`config.mk`:
```
export PLATFORM = sky130hd
export DESIGN_NAME = cmif_top
export DESIGN_NICKNAME = d
export VERILOG_FILES = /design/src/logic/cmif_pkg.sv /design/src/logic/cmif_mask_if.sv /design/src/logic/cmif_edge.sv /design/src/logic/cmif_mask.sv /design/src/logic/cmif_top.sv
export SDC_FILE = /design/constraint.sdc
export NUM_CORES = 1
export LEC_CHECK = 0
export ABC_AREA = 0
export ABC_CLOCK_PERIOD_IN_PS = 5000
export BUFFER_PORTS_ARGS = -buffer_cell sky130_fd_sc_hd__buf_4
export CAP_MARGIN = 20
export CORE_UTILIZATION = 35
export CTS_BUF_LIST = sky130_fd_sc_hd__clkbuf_16
export CTS_CLUSTER_SIZE = 20
export DETAILED_ROUTE_END_ITERATION = 12
export SLEW_MARGIN = 25
export SYNTH_ARGS = -nofsm -noshare
export SYNTH_HDL_FRONTEND = slang
export SYNTH_HIERARCHICAL = 1
export SYNTH_SLANG_ARGS = --single-unit
```
`constraint.sdc`:
```
create_clock -name clk_i -period 5 [get_ports clk_i]
set_input_delay 0.5 -clock clk_i [delete_from_list [all_inputs] [get_ports clk_i]]
set_output_delay 0.5 -clock clk_i [all_outputs]
set_load 0.005 [all_outputs]
```
`src/logic/cmif_pkg.sv`:
```
// constants shared by the capture / mask / flag block and its helpers
// assumes a 32-bit apb slave with byte addresses on an 8-bit paddr
package cmif_pkg;
    // bus geometry
    localparam int CMIF_AW = 8;
    localparam int CMIF_DW = 32;
    localparam int CMIF_CW = 16;
    localparam int CMIF_SPAN_W = 8;
    localparam int CMIF_FW = 8;

    // register byte offsets
    localparam logic [CMIF_AW-1:0] CMIF_OFF_IRQ_EN = 8'h00;
    localparam logic [CMIF_AW-1:0] CMIF_OFF_FLAGS = 8'h04;
    localparam logic [CMIF_AW-1:0] CMIF_OFF_COUNTER = 8'h08;
    localparam logic [CMIF_AW-1:0] CMIF_OFF_CMP_A = 8'h0c;
    localparam logic [CMIF_AW-1:0] CMIF_OFF_CMP_B = 8'h10;
    localparam logic [CMIF_AW-1:0] CMIF_OFF_CAP_A = 8'h14;
    localparam logic [CMIF_AW-1:0] CMIF_OFF_CAP_B = 8'h18;
    localparam logic [CMIF_AW-1:0] CMIF_OFF_CAP_C = 8'h1c;
    localparam logic [CMIF_AW-1:0] CMIF_OFF_CAP_D = 8'h20;
    localparam logic [CMIF_AW-1:0] CMIF_OFF_SPAN = 8'h24;
    localparam logic [CMIF_AW-1:0] CMIF_OFF_CTRL = 8'h28;

    // reset values and the counter maximum
    localparam logic [CMIF_FW-1:0] CMIF_IRQ_EN_RST = 8'h01;
    localparam logic [CMIF_FW-1:0] CMIF_FLAGS_RST = 8'h00;
    localparam logic [CMIF_CW-1:0] CMIF_CNT_RST = 16'h0000;
    localparam logic [CMIF_CW-1:0] CMIF_CMP_RST = 16'hffff;
    localparam logic [CMIF_CW-1:0] CMIF_CNT_MAX = 16'hffff;
    localparam logic [CMIF_SPAN_W-1:0] CMIF_SPAN_RST = 8'h00;
    localparam logic [CMIF_FW-1:0] CMIF_CTRL_RST = 8'h00;

    // flag register bit positions (irq enable uses the same ones)
    localparam int CMIF_B_CAP_A = 7;
    localparam int CMIF_B_CAP_B = 6;
    localparam int CMIF_B_CAP_C = 5;
    localparam int CMIF_B_CAP_D = 4;
    localparam int CMIF_B_CMP_A = 3;
    localparam int CMIF_B_CMP_B = 2;
    localparam int CMIF_B_WRAP = 1;
    localparam int CMIF_B_CLR_SEL = 0;
    localparam logic [CMIF_FW-1:0] CMIF_EVT_MASK = 8'hfe;

    // control register bit positions
    localparam int CMIF_C_EDGE_A = 7;
    localparam int CMIF_C_EDGE_B = 6;
    localparam int CMIF_C_EDGE_C = 5;
    localparam int CMIF_C_EDGE_D = 4;
    localparam int CMIF_C_BUF_A = 3;
    localparam int CMIF_C_BUF_B = 2;
    localparam int CMIF_C_MASK_MODE = 0;
endpackage

```
`src/logic/cmif_mask_if.sv`:
```
// signals between the capture logic and the capture d mask window
// assumes both ends run on the same system clock
`timescale 1ns/1ps
interface cmif_mask_if;
    import cmif_pkg::*;
    logic start;
    logic mode;
    logic [CMIF_CW-1:0] base;
    logic [CMIF_SPAN_W-1:0] span;
    logic active;
    modport owner (output start, output mode, output base, output span, input active);
    modport window (input start, input mode, input base, input span, output active);
endinterface

```
`src/logic/cmif_edge.sv`:
```
// capture pin synchroniser and selected-edge detector
// assumes the pin is asynchronous to clk_i
`timescale 1ns/1ps
module cmif_edge (
    // clock and reset
    input wire logic clk_i,
    input wire logic rst_n_i,
    // pin and edge choice
    input wire logic pin_i,
    input wire logic rise_sel_i,
    // one-cycle pulse on the chosen edge
    output logic edge_o
);
    logic s1_q;
    logic s2_q;
    logic s3_q;
    logic lvl_q;

    // three stage synchroniser; s1 feeds only s2
    always_ff @(posedge clk_i or negedge rst_n_i) begin
        if (!rst_n_i) begin
            s1_q <= 1'b0;
            s2_q <= 1'b0;
            s3_q <= 1'b0;
        end else begin
            s1_q <= pin_i;
            s2_q <= s1_q;
            s3_q <= s2_q;
        end
    end

    // settled level only moves once stages two and three agree
    always_ff @(posedge clk_i or negedge rst_n_i) begin
        if (!rst_n_i) begin
            lvl_q <= 1'b0;
        end else if (s2_q == s3_q) begin
            lvl_q <= s2_q;
        end
    end

    assign edge_o = (s2_q == s3_q) && (s2_q != lvl_q) && (s2_q == rise_sel_i);
endmodule

```
`src/logic/cmif_mask.sv`:
```
// capture d mask window: opens on an accepted capture, closes on match
// assumes counter_i is the running free counter on the same clock
`timescale 1ns/1ps
module cmif_mask
    import cmif_pkg::*;
(
    // clock and reset
    input wire logic clk_i,
    input wire logic rst_n_i,
    input wire logic standby_i,
    // running counter
    input wire logic [cmif_pkg::CMIF_CW-1:0] counter_i,
    // capture side
    cmif_mask_if.window mk
);
    import cmif_pkg::*;
    logic [CMIF_CW-1:0] end_q;
    logic active_q;
    logic [CMIF_CW-1:0] span2;

    // twice the span, widened to counter width
    assign span2 = {{(CMIF_CW-CMIF_SPAN_W-1){1'b0}}, mk.span, 1'b0};

    // window state; a zero span never opens it
    always_ff @(posedge clk_i or negedge rst_n_i) begin
        if (!rst_n_i) begin
            active_q <= 1'b0;
            end_q <= CMIF_CNT_RST;
        end else if (standby_i) begin
            active_q <= 1'b0;
            end_q <= CMIF_CNT_RST;
        end else if (mk.start && mk.mode && (mk.span != CMIF_SPAN_RST)) begin
            active_q <= 1'b1;
            end_q <= mk.base + span2;
        end else if (active_q && (counter_i == end_q)) begin
            active_q <= 1'b0;
        end
    end

    assign mk.active = active_q;
endmodule

```
`src/logic/cmif_top.sv`:
```
// free timer capture, compare, mask window and flag/enable registers
// assumes an apb master on clk_i and capture pins from outside the chip
//
// Chosen here: the register addresses and register access over APB.
`timescale 1ns/1ps
module cmif_top
    import cmif_pkg::*;
(
    // clock and reset
    input wire logic clk_i,
    input wire logic rst_n_i,
    input wire logic standby_i,
    // apb slave
    input wire logic psel_i,
    input wire logic penable_i,
    input wire logic pwrite_i,
    input wire logic [cmif_pkg::CMIF_AW-1:0] paddr_i,
    input wire logic [cmif_pkg::CMIF_DW-1:0] pwdata_i,
    output logic [cmif_pkg::CMIF_DW-1:0] prdata_o,
    output logic pready_o,
    output logic pslverr_o,
    // counter advance pulse from the clock selector
    input wire logic count_tick_i,
    // capture pins
    input wire logic capture_a_pin_i,
    input wire logic capture_b_pin_i,
    input wire logic capture_c_pin_i,
    input wire logic capture_d_pin_i,
    // interrupt requests
    output logic cap_a_irq_o,
    output logic cap_b_irq_o,
    output logic cap_c_irq_o,
    output logic cap_d_irq_o,
    output logic cmp_a_irq_o,
    output logic cmp_b_irq_o,
    output logic wrap_irq_o,
    // compare match strobes for the output pins
    output logic cmp_a_match_o,
    output logic cmp_b_match_o
);
    import cmif_pkg::*;

    // ------------------------------------------------------------
    // storage
    // ------------------------------------------------------------
    logic [CMIF_FW-1:0] irq_enable_reg_q;
    logic [CMIF_FW-1:0] timer_flag_reg_q;
    logic [CMIF_FW-1:0] timer_flag_reg_d;
    logic [CMIF_FW-1:0] armed_q;
    logic [CMIF_CW-1:0] free_counter_q;
    logic [CMIF_CW-1:0] compare_a_reg_q;
    logic [CMIF_CW-1:0] compare_b_reg_q;
    logic [CMIF_CW-1:0] capture_a_reg_q;
    logic [CMIF_CW-1:0] capture_b_reg_q;
    logic [CMIF_CW-1:0] capture_c_reg_q;
    logic [CMIF_CW-1:0] capture_d_reg_q;
    logic [CMIF_SPAN_W-1:0] capture_mask_span_reg_q;
    logic [CMIF_FW-1:0] ctrl_q;
    logic [CMIF_DW-1:0] prdata_q;
    logic [CMIF_FW-1:0] set_evt;

    // ------------------------------------------------------------
    // bus decode
    // ------------------------------------------------------------
    logic setup_rd;
    logic acc;
    logic wr;
    logic rd;
    logic mapped;
    logic [CMIF_DW-1:0] rd_mux;

    assign setup_rd = psel_i && !penable_i && !pwrite_i;
    assign acc = psel_i && penable_i;
    assign wr = acc && pwrite_i;
    assign rd = acc && !pwrite_i;

    // register lookup; unmapped reads return zero with an error
    always_comb begin
        mapped = 1'b1;
        rd_mux = '0;
        case (paddr_i)
            CMIF_OFF_IRQ_EN: rd_mux[CMIF_FW-1:0] = irq_enable_reg_q | CMIF_IRQ_EN_RST;
            CMIF_OFF_FLAGS: rd_mux[CMIF_FW-1:0] = timer_flag_reg_q;
            CMIF_OFF_COUNTER: rd_mux[CMIF_CW-1:0] = free_counter_q;
            CMIF_OFF_CMP_A: rd_mux[CMIF_CW-1:0] = compare_a_reg_q;
            CMIF_OFF_CMP_B: rd_mux[CMIF_CW-1:0] = compare_b_reg_q;
            CMIF_OFF_CAP_A: rd_mux[CMIF_CW-1:0] = capture_a_reg_q;
            CMIF_OFF_CAP_B: rd_mux[CMIF_CW-1:0] = capture_b_reg_q;
            CMIF_OFF_CAP_C: rd_mux[CMIF_CW-1:0] = capture_c_reg_q;
            CMIF_OFF_CAP_D: rd_mux[CMIF_CW-1:0] = capture_d_reg_q;
            CMIF_OFF_SPAN: rd_mux[CMIF_SPAN_W-1:0] = capture_mask_span_reg_q;
            CMIF_OFF_CTRL: rd_mux[CMIF_FW-1:0] = ctrl_q;
            default: mapped = 1'b0;
        endcase
    end

    // read data latched in the setup cycle so prdata comes from a flop
    always_ff @(posedge clk_i or negedge rst_n_i) begin
        if (!rst_n_i) begin
            prdata_q <= '0;
        end else if (setup_rd) begin
            prdata_q <= rd_mux;
        end
    end

    assign prdata_o = prdata_q;
    assign pready_o = 1'b1;
    assign pslverr_o = acc && !mapped;

    // ------------------------------------------------------------
    // capture pins
    // ------------------------------------------------------------
    logic [3:0] pin_vec;
    logic [3:0] rise_vec;
    logic [3:0] edge_vec;
    logic cap_a_evt;
    logic cap_b_evt;
    logic cap_c_evt;
    logic cap_d_evt;

    assign pin_vec = {capture_a_pin_i, capture_b_pin_i, capture_c_pin_i, capture_d_pin_i};
    assign rise_vec = ctrl_q[CMIF_C_EDGE_A:CMIF_C_EDGE_D];

    // one synchroniser and edge picker per capture channel
    for (genvar g = 0; g < 4; g++) begin : g_pin
        cmif_edge u_edge (
            .clk_i(clk_i),
            .rst_n_i(rst_n_i),
            .pin_i(pin_vec[g]),
            .rise_sel_i(rise_vec[g]),
            .edge_o(edge_vec[g])
        );
    end

    cmif_mask_if mk ();

    assign cap_a_evt = edge_vec[3];
    assign cap_b_evt = edge_vec[2];
    assign cap_c_evt = edge_vec[1];
    assign cap_d_evt = edge_vec[0] && !mk.active;

    // ------------------------------------------------------------
    // mask window
    // ------------------------------------------------------------
    assign mk.start = cap_d_evt;
    assign mk.mode = ctrl_q[CMIF_C_MASK_MODE];
    assign mk.base = free_counter_q; // value stored into capture d at the event when b is not buffered
    assign mk.span = capture_mask_span_reg_q;

    cmif_mask u_mask (
        .clk_i(clk_i),
        .rst_n_i(rst_n_i),
        .standby_i(standby_i),
        .counter_i(free_counter_q),
        .mk(mk)
    );

    // ------------------------------------------------------------
    // counter and compare
    // ------------------------------------------------------------
    logic match_a;
    logic match_b;
    logic wrap;

    assign match_a = (free_counter_q == compare_a_reg_q);
    assign match_b = (free_counter_q == compare_b_reg_q);
    assign cmp_a_match_o = match_a;
    assign cmp_b_match_o = match_b;
    // clearing on match takes the counter to zero but is not a wrap
    assign wrap = count_tick_i && (free_counter_q == CMIF_CNT_MAX)
        && !(match_a && timer_flag_reg_q[CMIF_B_CLR_SEL]);

    // software write beats the tick
    always_ff @(posedge clk_i or negedge rst_n_i) begin
        if (!rst_n_i) begin
            free_counter_q <= CMIF_CNT_RST;
        end else if (standby_i) begin
            free_counter_q <= CMIF_CNT_RST;
        end else if (wr && paddr_i == CMIF_OFF_COUNTER) begin
            free_counter_q <= pwdata_i[CMIF_CW-1:0];
        end else if (count_tick_i) begin
            if (match_a && timer_flag_reg_q[CMIF_B_CLR_SEL]) begin
                free_counter_q <= CMIF_CNT_RST;
            end else begin
                free_counter_q <= free_counter_q + 16'h0001;
            end
        end
    end

    // compare registers
    always_ff @(posedge clk_i or negedge rst_n_i) begin
        if (!rst_n_i) begin
            compare_a_reg_q <= CMIF_CMP_RST;
            compare_b_reg_q <= CMIF_CMP_RST;
        end else if (standby_i) begin
            compare_a_reg_q <= CMIF_CMP_RST;
            compare_b_reg_q <= CMIF_CMP_RST;
        end else if (wr && paddr_i == CMIF_OFF_CMP_A) begin
            compare_a_reg_q <= pwdata_i[CMIF_CW-1:0];
        end else if (wr && paddr_i == CMIF_OFF_CMP_B) begin
            compare_b_reg_q <= pwdata_i[CMIF_CW-1:0];
        end
    end

    // ------------------------------------------------------------
    // capture registers
    // ------------------------------------------------------------
    // buffered a: old a moves to c; pin c then only flags
    always_ff @(posedge clk_i or negedge rst_n_i) begin
        if (!rst_n_i) begin
            capture_a_reg_q <= CMIF_CNT_RST;
            capture_c_reg_q <= CMIF_CNT_RST;
        end else if (standby_i) begin
            capture_a_reg_q <= CMIF_CNT_RST;
            capture_c_reg_q <= CMIF_CNT_RST;
        end else begin
            if (cap_a_evt) begin
                capture_a_reg_q <= free_counter_q;
            end
            if (ctrl_q[CMIF_C_BUF_A]) begin
                if (cap_a_evt) begin
                    capture_c_reg_q <= capture_a_reg_q;
                end
            end else if (cap_c_evt) begin
                capture_c_reg_q <= free_counter_q;
            end
        end
    end

    // buffered b: old b moves to d; pin d then only flags and starts the mask window
    always_ff @(posedge clk_i or negedge rst_n_i) begin
        if (!rst_n_i) begin
            capture_b_reg_q <= CMIF_CNT_RST;
            capture_d_reg_q <= CMIF_CNT_RST;
        end else if (standby_i) begin
            capture_b_reg_q <= CMIF_CNT_RST;
            capture_d_reg_q <= CMIF_CNT_RST;
        end else begin
            if (cap_b_evt) begin
                capture_b_reg_q <= free_counter_q;
            end
            if (ctrl_q[CMIF_C_BUF_B]) begin
                if (cap_b_evt) begin
                    capture_d_reg_q <= capture_b_reg_q;
                end
            end else if (cap_d_evt) begin
                capture_d_reg_q <= free_counter_q;
            end
        end
    end

    // ------------------------------------------------------------
    // control, span and enable registers
    // ------------------------------------------------------------
    always_ff @(posedge clk_i or negedge rst_n_i) begin
        if (!rst_n_i) begin
            capture_mask_span_reg_q <= CMIF_SPAN_RST;
        end else if (standby_i) begin
            capture_mask_span_reg_q <= CMIF_SPAN_RST;
        end else if (wr && paddr_i == CMIF_OFF_SPAN) begin
            capture_mask_span_reg_q <= pwdata_i[CMIF_SPAN_W-1:0];
        end
    end

    always_ff @(posedge clk_i or negedge rst_n_i) begin
        if (!rst_n_i) begin
            ctrl_q <= CMIF_CTRL_RST;
        end else if (standby_i) begin
            ctrl_q <= CMIF_CTRL_RST;
        end else if (wr && paddr_i == CMIF_OFF_CTRL) begin
            ctrl_q <= pwdata_i[CMIF_FW-1:0];
        end
    end

    // bit 0 is held at one whatever is written
    always_ff @(posedge clk_i or negedge rst_n_i) begin
        if (!rst_n_i) begin
            irq_enable_reg_q <= CMIF_IRQ_EN_RST;
        end else if (standby_i) begin
            irq_enable_reg_q <= CMIF_IRQ_EN_RST;
        end else if (wr && paddr_i == CMIF_OFF_IRQ_EN) begin
            irq_enable_reg_q <= pwdata_i[CMIF_FW-1:0] | CMIF_IRQ_EN_RST;
        end
    end

    // ------------------------------------------------------------
    // flags
    // ------------------------------------------------------------
    assign set_evt = {cap_a_evt, cap_b_evt, cap_c_evt, cap_d_evt,
        match_a, match_b, wrap, 1'b0};

    // a zero write clears only flags armed by an earlier read of one
    always_comb begin
        timer_flag_reg_d = timer_flag_reg_q;
        if (wr && paddr_i == CMIF_OFF_FLAGS) begin
            timer_flag_reg_d = timer_flag_reg_q & ~(armed_q & ~pwdata_i[CMIF_FW-1:0] & CMIF_EVT_MASK);
            timer_flag_reg_d[CMIF_B_CLR_SEL] = pwdata_i[CMIF_B_CLR_SEL];
        end
        timer_flag_reg_d = timer_flag_reg_d | set_evt;
    end

    always_ff @(posedge clk_i or negedge rst_n_i) begin
        if (!rst_n_i) begin
            timer_flag_reg_q <= CMIF_FLAGS_RST;
        end else if (standby_i) begin
            timer_flag_reg_q <= CMIF_FLAGS_RST;
        end else begin
            timer_flag_reg_q <= timer_flag_reg_d;
        end
    end

    // arming uses the value the reader actually saw
    always_ff @(posedge clk_i or negedge rst_n_i) begin
        if (!rst_n_i) begin
            armed_q <= CMIF_FLAGS_RST;
        end else if (standby_i) begin
            armed_q <= CMIF_FLAGS_RST;
        end else if (wr && paddr_i == CMIF_OFF_FLAGS) begin
            armed_q <= CMIF_FLAGS_RST;
        end else if (rd && paddr_i == CMIF_OFF_FLAGS) begin
            armed_q <= armed_q | (prdata_q[CMIF_FW-1:0] & CMIF_EVT_MASK);
        end
    end

    // ------------------------------------------------------------
    // interrupt requests
    // ------------------------------------------------------------
    assign cap_a_irq_o = timer_flag_reg_q[CMIF_B_CAP_A] && irq_enable_reg_q[CMIF_B_CAP_A];
    assign cap_b_irq_o = timer_flag_reg_q[CMIF_B_CAP_B] && irq_enable_reg_q[CMIF_B_CAP_B];
    assign cap_c_irq_o = timer_flag_reg_q[CMIF_B_CAP_C] && irq_enable_reg_q[CMIF_B_CAP_C];
    assign cap_d_irq_o = timer_flag_reg_q[CMIF_B_CAP_D] && irq_enable_reg_q[CMIF_B_CAP_D];
    assign cmp_a_irq_o = timer_flag_reg_q[CMIF_B_CMP_A] && irq_enable_reg_q[CMIF_B_CMP_A];
    assign cmp_b_irq_o = timer_flag_reg_q[CMIF_B_CMP_B] && irq_enable_reg_q[CMIF_B_CMP_B];
    assign wrap_irq_o = timer_flag_reg_q[CMIF_B_WRAP] && irq_enable_reg_q[CMIF_B_WRAP];
endmodule

```
# Word-level counts from Yosys, hierarchy flattened
# Index checks and enable logic that the tools add are counted.
dict set report totals {
  in_bits 51
  word_cells 168
  output_inout_bits 43
  ff_bits 201
}
dict set report op_classes {
  n_addsub 2
  bitwise_logic 6
  n_eq_ne 29
  mux 40
  reduce_logical 60
}
# operator count
set ops {}
lappend ops {{$mux 16} 23}
lappend ops {{$mux 8} 11}
lappend ops {{$pmux 8 s11} 1}
lappend ops {{$pmux 8 s7} 1}
lappend ops {{$eq 16x16->1} 3}
lappend ops {{$logic_and 1x1->1} 36}
lappend ops {{$eq 8x5->1 const B} 4}
lappend ops {{$eq 8x6->1 const B} 3}
lappend ops {{$add 16x1->16 const B} 1}
lappend ops {{$add 16x9->16} 1}
lappend ops {{$and 8x8->8} 2}
lappend ops {{$eq 16x16->1 const B} 1}
lappend ops {{$eq 8x4->1 const B} 2}
lappend ops {{$not 8->8} 2}
lappend ops {{$or 8x8->8} 2}
lappend ops {{$reduce_bool 2->1} 8}
lappend ops {{$reduce_bool 3->1} 5}
lappend ops {{$reduce_or 11->1} 1}
lappend ops {{$eq 1x1->1} 8}
lappend ops {{$eq 8x3->1 const B} 1}
lappend ops {{$logic_not 8->1} 1}
lappend ops {{$reduce_bool 8->1} 1}
lappend ops {{$ne 3x2->1 const B} 2}
lappend ops {{$reduce_and 2->1} 3}
lappend ops {{4 further kinds} 14}

# Longest topological paths before layout
# Gate-level depths: netlist (run 1).
dict set report depth {
  depth_word 8
  ltp_mapped 10
  depth_no_buf 9
}

# Modules after synthesis
# The synthesis (run 1) kept the hierarchy.
# mod seq_area_each_um2 instances area_each_um2 cells_per_inst
set modules_own_cells {}
lappend modules_own_cells {cmif_top 4194.0 1 8974.9 868}
lappend modules_own_cells {cmif_mask 425.4 1 1292.5 136}
lappend modules_own_cells {cmif_edge 100.1 4 132.6 8}

# Worst setup path before layout (run 1)
# OpenSTA, ideal clock, no wires.
dict set report synth_timing {
  path_type {input-to-reg}
  start {input paddr_i[3] (netlist bit)}
  end {register free_counter_q[10]}
  cell_stages 7
  arrival_ps 2126
  n_path_buf 2
  required_ps 4854
  setup_time_ps 146
  slack_ps 2728
  path_cell_list {buf_2 or4b_1 buf_2 nor3_1 nor2_1 o31ai_1 o21ai_0}
}
dict set report synth_between {
  elab_chain_cells 4
  word_cells_on_any_way 5
  classes_between {eq/ne (1); mux (2); reduce/logical (2)}
}
# element line_no
set synth_rtl {}
lappend synth_rtl {{start, declared} cmif_top.sv:17} ;# input wire logic [cmif_pkg::CMIF_AW-1:0] paddr_i,
lappend synth_rtl {{$eq 8x4->1 *} cmif_top.sv:179} ;# end else if (wr && paddr_i == CMIF_OFF_COUNTER) begin
lappend synth_rtl {{$logic_and 1x1->1 *} cmif_top.sv:179}
lappend synth_rtl {{$mux 16} cmif_top.sv:179}
lappend synth_rtl {{$mux 16} cmif_top.sv:177} ;# end else if (standby_i) begin
lappend synth_rtl {{end signal, assigned} cmif_top.sv:180} ;# free_counter_q <= pwdata_i[CMIF_CW-1:0];
lappend synth_rtl {{end signal, assigned} cmif_top.sv:185} ;# free_counter_q <= free_counter_q + 16'h0001;
lappend synth_rtl {{end, declared} cmif_top.sv:50} ;# logic [CMIF_CW-1:0] free_counter_q;
# Mark *: on every way between the ends. The rest lies on a longest branch, timed or not.
# A chain may end at the register's enable or synchronous reset.

# Worst setup path in the final report (run 1)
dict set report layout_timing {
  start {register free_counter_q[8]}
  end {output cmp_b_match_o}
}
dict set report layout_between {
  elab_chain_cells 1
}
# element line_no
set layout_rtl {}
lappend layout_rtl {{$eq 16x16->1} cmif_top.sv:166} ;# assign match_b = (free_counter_q == compare_b_reg_q);
lappend layout_rtl {{end, declared} cmif_top.sv:39} ;# output logic cmp_b_match_o
# Every way passes these cells.

==> impl_metrics.json, run 1 <==
{
  "vias": 8510,
  "ys.flop_type": "dfrtp_1",
  "ys_async_sr_fraction_pct": 100,
  "comb_power_share_pct": 7.6,
  "core_area_mm2": 0.0300,
  "grt.met3_usage_pct": 2.46,
  "hold_path.class": "input port to async pin",
  "cts.sinks": 199,
  "drt_pass1_iterations": 7,
  "status": "finished with violations",
  "skew_ns": 0.0184,
  "ctsHoldBuffers": 0,
  "ys_seq_elements": 199,
  "cts_buffers": 17,
  "io_pins": 94,
  "grt-ovfl-total": 0,
  "clk_latency_ns": 0.45,
  "p_sw_share_pct": 26.9,
  "synthCells": 1036,
  "final.setup.tns_ns": 0,
  "power-per-cell-area_mw_per_mm2": 274,
  "antenna_left": 0,
  "start_util_pct": 36.0,
  "cp_num_cells": 4,
  "grt_pass1_wl_um": 50700,
  "top_usage_layer": "met2",
  "p_int_mw": 2.43,
  "reg2reg_slack_ns": 2.15,
  "cp-end-kind": "output port",
  "n_antenna_cell": 0,
  "gp_congestion": 0.862,
  "maxCapViolCount": 0,
  "pwr-share-clk_pct": 42.7,
  "ir_worst_vdd_mv": 0.180,
  "period_needed_ns": 2.99,
  "drcViolationCount": 0,
  "antenna_found_initial": 2,
  "syn2layout_area_growth_pct": 12.6,
  "fin_ws_ns": 2.01,
  "drive_gt1_share_pct": 16.6,
  "synth-edff-count": 0,
  "cts_resized": 0,
  "via_per_inst": 5.82,
  "die_h_um": 178,
  "relSlewSlack_pct": 34.0,
  "rows": 63,
  "die_w_um": 178,
  "h-tree-depth": 4,
  "cp_num_buf_inv": 1,
  "yosys_warnings": 6,
  "violations": "hold timing",
  "dpl.hpwl_um": 21900,
  "endpoint": "cmp_b_match_o",
  "arrival_ns": 2.49,
  "yosysSeqAreaShare_pct": 46.5,
  "startpoint_type": "flop",
  "cts_tree": "done",
  "use_met1_pct": 28.9,
  "die_area_mm2": 0.0316,
  "switchingPower_mw": 0.896,
  "r2r_start": "g_pin[0].u_edge/s2_q",
  "grt_setup_unrepaired": "false",
  "p_leak_nw": 4.87,
  "avgSynthCellArea_um2": 10.4,
  "grt_max_degree": 126,
  "synth_common_cells": "167 x dfrtp_1, 103 x nor2_1, 98 x mux2i_1",
  "setup_viol_count_final": 0,
  "slowest_stage": "dfrtp_1",
  "fin_crit_sh_pct": 59.8,
  "gr-usage-met2_pct": 34.6,
  "timing.rr.end": "u_mask/end_q[12]",
  "slew_violations": 0,
  "grt_use_total_pct": 21.3,
  "syn-cell-area_mm2": 0.0108,
  "max_slew.worst_pin.slew_ns": 0.988,
  "ys_types": 75,
  "clockBufferDepth": 2,
  "timing.reg2reg.worst_path_depth": 9,
  "drt_iter0_markers": 754,
  "cp_top_family": "simple AND/OR/NAND/NOR gates",
  "clk_pin_slew_worst_paths_ns": 0.07,
  "worstPathCellList": "xnor2_1, nand4_1, nor4_1, buf_4",
  "path_class": "flop to output port",
  "power.share.sequential_pct": 49.7,
  "place_ws_ns": 1.68,
  "drt-total-wl_um": 32500,
  "yosysTopAreaCell": "dfrtp_1",
  "fmax_ghz": 0.335,
  "port_buffers": 60,
  "ys_top_cells_by_area": "dfrtp_1 39%, mux2i_1 9.1%, dfstp_2 7.8%",
  "synth_most_common_cell": "dfrtp_1",
  "hold-worst-slack_ns": -0.0365,
  "grt_pass1_vias": 8321,
  "cts_setup_buffers": 0,
  "clockRootBuffer": "clkbuf_16",
  "required_ns": 4.50,
  "wl_per_cell_um": 22.2,
  "hold_viol": 11,
  "critPathMaxStageDelay_ns": 0.78,
  "synth_top_area_share_pct": 38.7,
  "worstSetupStartpoint": "free_counter_q[8]",
  "path_max_fanout": 12,
  "final_nets": 1119
}
## per-stage QoR
stage	hold WS, ns	util, %	instances	cell area, um^2	total power [mW]
6_report	-0.0365	40.5	1461	12200	3.33
3_3_place_gp	0.334	38.4	1428	11500	1.93
3_5_place_dp	0.337	38.4	1428	11500	1.94
4_1_cts	0.135	40.4	1460	12100	3.35
5_1_grt	0.0200	40.5	1461	12200	3.44
2_1_floorplan	0.204	-	1051	10900	1.82
## worst min path at each step
stage,startpoint,to,slack (ns),cells past startpoint
after detailed placement,g_pin[2].u_edge/s1_q,g_pin[2].u_edge/s2_q,0.34,0
after floorplan,rst_n_i,armed_q[1],0.20,0
after global placement,g_pin[1].u_edge/s1_q,g_pin[1].u_edge/s2_q,0.33,0
after global routing,rst_n_i,u_mask/end_q[10],0.02,1
final,rst_n_i,u_mask/end_q[10],-0.04,1
after CTS,capture_c_pin_i,g_pin[1].u_edge/s1_q,0.14,1
## layout by cell type, fill, tap and decap left out, types with 5 or more instances in the layout
cell type	instances
a211oi_1	20
dfstp_2	32
o22a_1	33
nand4_1	14
clkbuf_16	17
or4b_1	5
xnor2_1	41
o21ai_0	43
a22oi_1	16
nor4_1	17
a32oi_1	6
inv_1	7
xor2_1	22
inv_8	5
mux4_2	12
conb_1	17
dfrtp_1	167
o211ai_1	9
or4_1	7
o31ai_1	17
a22o_1	19
and2_1	8
ha_1	9
nor2b_1	5
mux2i_1	98
nand2_1	77
buf_4	76
a21oi_1	28
nor2_1	103
nand2b_1	9
nand3_1	24
## state kept, by name (all words and copies together), names as in the netlist, 7 cells and up
signal                   cells
capture_b_reg_q             16
capture_c_reg_q             16
prdata_o                    16
capture_mask_span_reg_q      8
free_counter_q              16
u_mask/end_q                16
irq_enable_reg_q             7
capture_d_reg_q             16
timer_flag_reg_q             8
armed_q                      7
compare_a_reg_q             16
ctrl_q                       8
compare_b_reg_q             16
capture_a_reg_q             16
## power groups by stage
stage	Clock [mW]	Sequential (mW)	Combinational (mW)
final	1.42	1.66	0.253
after global routing	1.51	1.66	0.274
after CTS	1.45	1.66	0.251
after detailed placement	0	1.69	0.251
after global placement	0	1.69	0.249
after floorplan	0	1.68	0.140
## final cells by class
type / instances / area (um^2)
multi-input cells: 752 / 5400
clock inverters: 15 / 175
inverters: 10 / 37.5
flip-flops and latches: 199 / 5020
well taps: 390 / 488
repair buffers: 78 / 613
clock buffers: 17 / 425
fillers: 2923 / 17900
## routing by layer
metal	vias up	share of wire, %	wire [um]
li1	3828	-	-
met1	4324	43	14000
met2	293	48	15700
met3	65	5.5	1790
met4	0	3.0	960
met5	-	0	0
## kinds of logic (layout without fill, tap and decap cells)
family / after synthesis / after routing / synth area share [%]
AOI/OAI and AO/OA: 235 / 235 / 15.9
xor gates and xnor gates: 63 / 63 / 5.11
adders and majority gates: 14 / 14 / 1.60
buffers and inverters: 100 / 120 / 4.41
DFF: 199 / 199 / 46.5
muxes: 114 / 114 / 12.0
other: 2 / 17 / 0.0696
and+or+nand+nor: 309 / 309 / 14.4
(Power assumes the default switching activity.)
==> inputs of run 2 (changes only) <==
--- a/config.mk
+++ b/config.mk
@@ -6,7 +6,7 @@
 export NUM_CORES = 1
 export LEC_CHECK = 0
 export ABC_AREA = 0
-export ABC_CLOCK_PERIOD_IN_PS = 5000
+export ABC_CLOCK_PERIOD_IN_PS = 2900
 export BUFFER_PORTS_ARGS = -buffer_cell sky130_fd_sc_hd__buf_4
 export CAP_MARGIN = 20
 export CORE_UTILIZATION = 35
==> constraint.sdc (replaced) <==
create_clock -name clk_i -period 2.9 [get_ports clk_i]
set_input_delay 0.29 -clock clk_i [delete_from_list [all_inputs] [get_ports clk_i]]
set_output_delay 0.29 -clock clk_i [all_outputs]
set_load 0.005 [all_outputs]
==> run 2 against run 1 <==
  * The flow now finishes without violations
  * Hold slack better by 0.14 ns
  * Via count up 0.39%
  * Worst setup slack worse by 1.6 ns
  * Wire length up 0.98%
  * Non-clock buffer count up 38
  * First-iteration DRC count up 3.7%
  * Largest cell class unchanged
  * Highest routed layer unchanged
==> impl_metrics.json, run 2 (synthesized netlist as in run 1, its figures left out) <==
{
  "status": "complete, no violations",
  "p_leak_nw": 5.05,
  "drt_iter0_markers": 782,
  "cts_setup_buffers": 0,
  "cts_buffers": 17,
  "rows": 63,
  "setup_viol_count_final": 0,
  "clk_pin_slew_worst_paths_ns": 0.08,
  "max_slew.worst_pin.slew_ns": 0.918,
  "skew_ns": 0.0116,
  "dpl.hpwl_um": 23200,
  "vias": 8543,
  "wl_per_cell_um": 21.9,
  "hold_path.class": "input port to flop",
  "dpl_cell_area_mm2": 0.0118,
  "ir_worst_vdd_mv": 0.302,
  "gp_congestion": 0.904,
  "p_total_mw": 5.74,
  "hold-worst-slack_ns": 0.106,
  "grt-ovfl-total": 0,
  "path_class": "flop to flop",
  "final.setup.tns_ns": 0,
  "h-tree-depth": 4,
  "grt_setup_unrepaired": "false",
  "required_ns": 3.27,
  "fin_crit_sh_pct": 87.3,
  "grt.met3_usage_pct": 2.81,
  "hold_viol": 0,
  "drive_gt1_share_pct": 19.0,
  "core_area_mm2": 0.0300,
  "clockBufferDepth": 2,
  "fmax_ghz": 0.395,
  "use_met1_pct": 30.0,
  "fin_util_pct": 41.5,
  "cts.sinks": 199,
  "via_per_inst": 5.70,
  "period_needed_ns": 2.53,
  "grt_pass1_wl_um": 50400,
  "antenna_found_initial": 1,
  "die_area_mm2": 0.0316,
  "cts_tree": "done",
  "power-per-cell-area_mw_per_mm2": 460,
  "gr-usage-met2_pct": 34.1,
  "cts_resized": 0,
  "syn2layout_area_growth_pct": 15.4,
  "die_h_um": 178,
  "holdPathStages": 2,
  "die_w_um": 178,
  "startpoint_type": "flop",
  "start_util_pct": 36.0,
  "drt_pass1_iterations": 6,
  "clockRootBuffer": "clkbuf_16",
  "drt-total-wl_um": 32800,
  "placedCellCount": 1462,
  "drcViolationCount": 0,
  "place_ws_ns": 0.403,
  "grt_max_degree": 72,
  "io_pins": 94,
  "arrival_ns": 2.91,
  "port_buffers": 60,
  "relSlewSlack_pct": 38.3,
  "grt_pass1_vias": 8232,
  "grt_use_total_pct": 21.3,
  "cp-end-kind": "flop",
  "fin_ws_ns": 0.368,
  "final_cell_mix": "167 x dfrtp_1, 107 x buf_4, 103 x nor2_1",
  "antenna_left": 0,
  "final_common_cell": "dfrtp_1",
  "ctsHoldBuffers": 5,
  "fillers": 2913,
  "n_antenna_cell": 0,
  "path_max_fanout": 8,
  "top_usage_layer": "met2",
  "fin_cells": 1499,
  "timing.reg2reg.worst_path_depth": 9,
  "final_area_mm2": 0.0125,
  "final_nets": 1157,
  "clk_latency_ns": 0.45,
  "maxCapViolCount": 0,
  "slew_violations": 0
}
run 2: layout make-up:
cell class                      instances  area (um^2)  area share, %
Clock buffer                           17          425           3.41
Clock inverter                         15          179           1.44
Timing Repair Buffer                  116          927           7.44
Inverter                               10         37.5          0.301
Tap cell                              390          488           3.91
Multi-Input combinational cell        752         5390           43.2
Sequential cell                       199         5020           40.3
run 2: layer usage:
metal / share of wire (%) / vias up
met4: 2.2 / 0
met3: 6.0 / 50
met5: 0 / -
met2: 47 / 279
met1: 44 / 4288
li1: - / 3926
run 2: final timing paths:
check / startpoint / to / slack, ns
worst max-delay path: g_pin[0].u_edge/s3_q / u_mask/end_q[11] / 0.37
worst min-delay path: pwdata_i[11] / compare_b_reg_q[11] / 0.11
worst max register to register: g_pin[0].u_edge/s3_q / u_mask/end_q[11] / 0.37
worst min register to register: g_pin[2].u_edge/s1_q / g_pin[2].u_edge/s2_q / 0.35
max in group asynchronous: rst_n_i / compare_a_reg_q[6] / 1.62
min in group asynchronous: rst_n_i / capture_b_reg_q[11] / 0.46
run 2: worst max-delay path, stage by stage (launching register included):
cell and delay (ns):
dfrtp_1 0.40, or4b_1 0.52, nand2_1 0.08, nand2b_1 0.11
inv_1 0.09, nand2_1 0.06, a21oi_1 0.28, nand2b_1 0.27
or4_1 0.57, nand3_1 0.08
run 2: where the power goes:
| part | switching (mW) | internal (mW) | leakage [nW] | total, mW |
|---|---|---|---|---|
| Combinational | 0.308 | 0.155 | 2.14 | 0.463 |
| Clock | 1.26 | 1.17 | 0.291 | 2.43 |
| Sequential | 0.0298 | 2.82 | 2.62 | 2.85 |
==> inputs of run 3 (changes only) <==
--- a/config.mk
+++ b/config.mk
@@ -5,16 +5,16 @@
 export SDC_FILE = /design/constraint.sdc
 export NUM_CORES = 1
 export LEC_CHECK = 0
-export ABC_AREA = 0
+export ABC_AREA = 1
 export ABC_CLOCK_PERIOD_IN_PS = 2900
 export BUFFER_PORTS_ARGS = -buffer_cell sky130_fd_sc_hd__buf_4
 export CAP_MARGIN = 20
-export CORE_UTILIZATION = 35
+export CORE_UTILIZATION = 53
 export CTS_BUF_LIST = sky130_fd_sc_hd__clkbuf_16
 export CTS_CLUSTER_SIZE = 20
 export DETAILED_ROUTE_END_ITERATION = 12
+export PLACE_DENSITY = 0.72
 export SLEW_MARGIN = 25
 export SYNTH_ARGS = -nofsm -noshare
 export SYNTH_HDL_FRONTEND = slang
-export SYNTH_HIERARCHICAL = 1
 export SYNTH_SLANG_ARGS = --single-unit
==> run 3 against run 2 <==
  * Critical path depth fell by 2
  * Hold slack gained 0.013 ns
  * Combinational power increased by 46%
  * Flip-flop and latch count stayed put
  * Global-route usage grew 10 points
  * Via count up 23%
  * Sequential power grew 6%
  * Largest power group unchanged
  * Highest routed layer unchanged
==> impl_metrics.json, run 3 <==
{
  "status": "complete, no violations",
  "synth_most_common_cell": "nand2_1",
  "power-per-cell-area_mw_per_mm2": 489,
  "yosysSeqAreaShare_pct": 44.8,
  "cp_top_family": "simple AND/OR/NAND/NOR gates",
  "hold_viol": 0,
  "hp-start": "pwdata_i[2]",
  "worstPathCellList": "nor2_1, nand3_1, nand2_2, nand2_1, o21ai_0, nand2_1, o21ai_0",
  "max_slew.worst_pin.slew_ns": 0.895,
  "ys_async_sr_fraction_pct": 100,
  "grt-ovfl-total": 0,
  "grt_setup_unrepaired": "false",
  "fmax_ghz": 0.402,
  "yosys_warnings": 0,
  "fillers": 1892,
  "fin_crit_sh_pct": 85.8,
  "ys_types": 42,
  "ys.flop_type": "dfrtp_1",
  "arrival_ns": 2.83,
  "reg2reg_slack_ns": 0.41,
  "ys_top_cells_by_area": "dfrtp_1 37%, nand2_1 18%, dfstp_2 7.5%",
  "drcViolationCount": 0,
  "vias": 10500,
  "die_area_mm2": 0.0217,
  "final.setup.tns_ns": 0,
  "final_cell_mix": "548 x nand2_1, 167 x dfrtp_1, 160 x inv_1",
  "dpl.hpwl_um": 23900,
  "slowest_stage": "nand2_1",
  "synthCells": 1558,
  "dpl_cell_area_mm2": 0.0120,
  "drt-total-wl_um": 33000,
  "syn2layout_area_growth_pct": 12.6,
  "clockBufferDepth": 2,
  "port_buffers": 60,
  "synth_common_cells": "548 x nand2_1, 167 x dfrtp_1, 160 x inv_1",
  "p_leak_nw": 6.45,
  "avgSynthCellArea_um2": 7.20,
  "hold_path.class": "input port to flop",
  "rows": 52,
  "antenna_left": 0,
  "r2r_start": "g_pin[3].u_edge.s2_q",
  "ir_worst_vdd_mv": 0.386,
  "cts_resized": 0,
  "cts_buffers": 17,
  "antenna_found_initial": 0,
  "die_h_um": 147,
  "grt_pass1_wl_um": 52300,
  "grt_pass1_vias": 9781,
  "ys_seq_elements": 199,
  "setup_viol_count_final": 0,
  "gp_congestion": 0.932,
  "drive_gt1_share_pct": 13.0,
  "die_w_um": 147,
  "hold_end": "compare_a_reg_q[2]",
  "skew_ns": 0.0127,
  "relSlewSlack_pct": 40.1,
  "wl_per_cell_um": 17.3,
  "critPathMaxStageDelay_ns": 0.56,
  "clockRootBuffer": "clkbuf_16",
  "synth_top_area_share_pct": 37.3,
  "cts_tree": "done",
  "final_common_cell": "nand2_1",
  "clk_latency_ns": 0.45,
  "synth-edff-count": 0,
  "drt_pass1_iterations": 6,
  "path_class": "flop to flop",
  "timing.reg2reg.worst_path_depth": 7,
  "ctsHoldBuffers": 5,
  "clk_pin_slew_worst_paths_ns": 0.08,
  "top_usage_layer": "met2",
  "grt_max_degree": 65,
  "grt.met3_usage_pct": 6.67,
  "core_area_mm2": 0.0205,
  "startpoint_type": "flop",
  "cts.sinks": 199,
  "period_needed_ns": 2.49,
  "maxCapViolCount": 0,
  "syn-cell-area_mm2": 0.0112,
  "grt_use_total_pct": 31.4,
  "cp-end-kind": "flop",
  "start_util_pct": 54.7,
  "h-tree-depth": 4,
  "n_antenna_cell": 0,
  "final_nets": 1685,
  "gr-usage-met2_pct": 48.9,
  "holdPathStages": 3,
  "timing.rr.end": "capture_c_reg_q[6]",
  "use_met1_pct": 43.5,
  "required_ns": 3.25,
  "slew_violations": 0,
  "drt_iter0_markers": 1077,
  "final_area_mm2": 0.0126,
  "io_pins": 94,
  "yosysTopAreaCell": "dfrtp_1",
  "cts_setup_buffers": 0,
  "cp_num_buf_inv": 0,
  "via_per_inst": 5.50,
  "path_max_fanout": 18
}
run 3: cell count changes after synthesis, sizes merged, moves of 33 or more:
| cell | before | now |
|---|---|---|
| nand2 | 78 | 552 |
| inv | 7 | 169 |
| o21ai | 43 | 161 |
| mux2i | 98 | 0 |
| nor2 | 104 | 162 |
| clkbuf | 52 | 17 |
| nand3 | 24 | 58 |
| xnor2 | 41 | 7 |
| o22a | 33 | 0 |
run 3: kinds of logic after synthesis:
| family | Yosys count | synth area share, % |
|---|---|---|
| AO/OA/AOI/OAI | 251 | 12.0 |
| XOR/XNOR | 29 | 2.26 |
| adder cells (fa/ha/maj) | 10 | 1.18 |
| buffers and inverters | 247 | 9.62 |
| flip-flops | 199 | 44.8 |
| multiplexers | 8 | 0.803 |
| other | 2 | 0.0670 |
| AND/OR/NAND/NOR | 812 | 29.3 |
run 3: worst max path at each step:
stage,start,endpoint,cells past startpoint
2_1_floorplan,free_counter_q[1],u_mask.end_q[9],11
5_1_grt,g_pin[3].u_edge.s2_q,capture_c_reg_q[6],7
4_1_cts,g_pin[3].u_edge.s2_q,capture_c_reg_q[6],7
6_report,g_pin[3].u_edge.s2_q,capture_c_reg_q[6],7
3_3_place_gp,g_pin[3].u_edge.s3_q,capture_c_reg_q[13],7
3_5_place_dp,g_pin[3].u_edge.s2_q,capture_c_reg_q[5],7
run 3: area by class of cell:
class / instances / area, um^2 / share of cell area (%)
well taps: 270 / 338 / 2.67
clock buffers: 17 / 425 / 3.37
flip-flops and latches: 199 / 5020 / 39.7
multi-input cells: 1127 / 5180 / 41.0
clock inverters: 15 / 196 / 1.56
repair buffers: 106 / 827 / 6.55
inverters: 173 / 649 / 5.14
run 3: power breakdown:
group / leakage (nW) / switching, mW / internal [mW]
clock: 0.299 / 1.28 / 1.19
sequential: 2.60 / 0.110 / 2.92
combinational: 3.55 / 0.461 / 0.217
total: 6.45 / 1.85 / 4.32
run 3: worst register-to-register path: cells and delay by family (launching register included):
kind	cells	cell delay, ns
flip-flops	1	0.41
AND/OR/NAND/NOR	5	1.34
AO/OA/AOI/OAI	2	0.63
run 3: per-stage QoR:
| step | power (mW) | worst slack (ns) | hold slack (ns) | utilization [%] | cells |
|---|---|---|---|---|---|
| after floorplan | 3.46 | 1.15 | -0.00559 | - | 1573 |
| after global placement | 3.72 | 0.652 | 0.327 | 58.4 | 1870 |
| final | 6.18 | 0.411 | 0.119 | 61.6 | 1907 |
| after detailed placement | 3.74 | 0.549 | 0.329 | 58.4 | 1870 |
| after CTS | 6.19 | 0.505 | 0.110 | 61.6 | 1907 |
| after global routing | 6.40 | 0.305 | 0.138 | 61.6 | 1907 |
run 3: per-layer routing:
| metal | up-vias | share of wire, % |
|---|---|---|
| met4 | 0 | 2.9 |
| met1 | 4958 | 43 |
| met3 | 74 | 8.6 |
| met2 | 443 | 46 |
| li1 | 5010 | - |
| met5 | - | 0 |
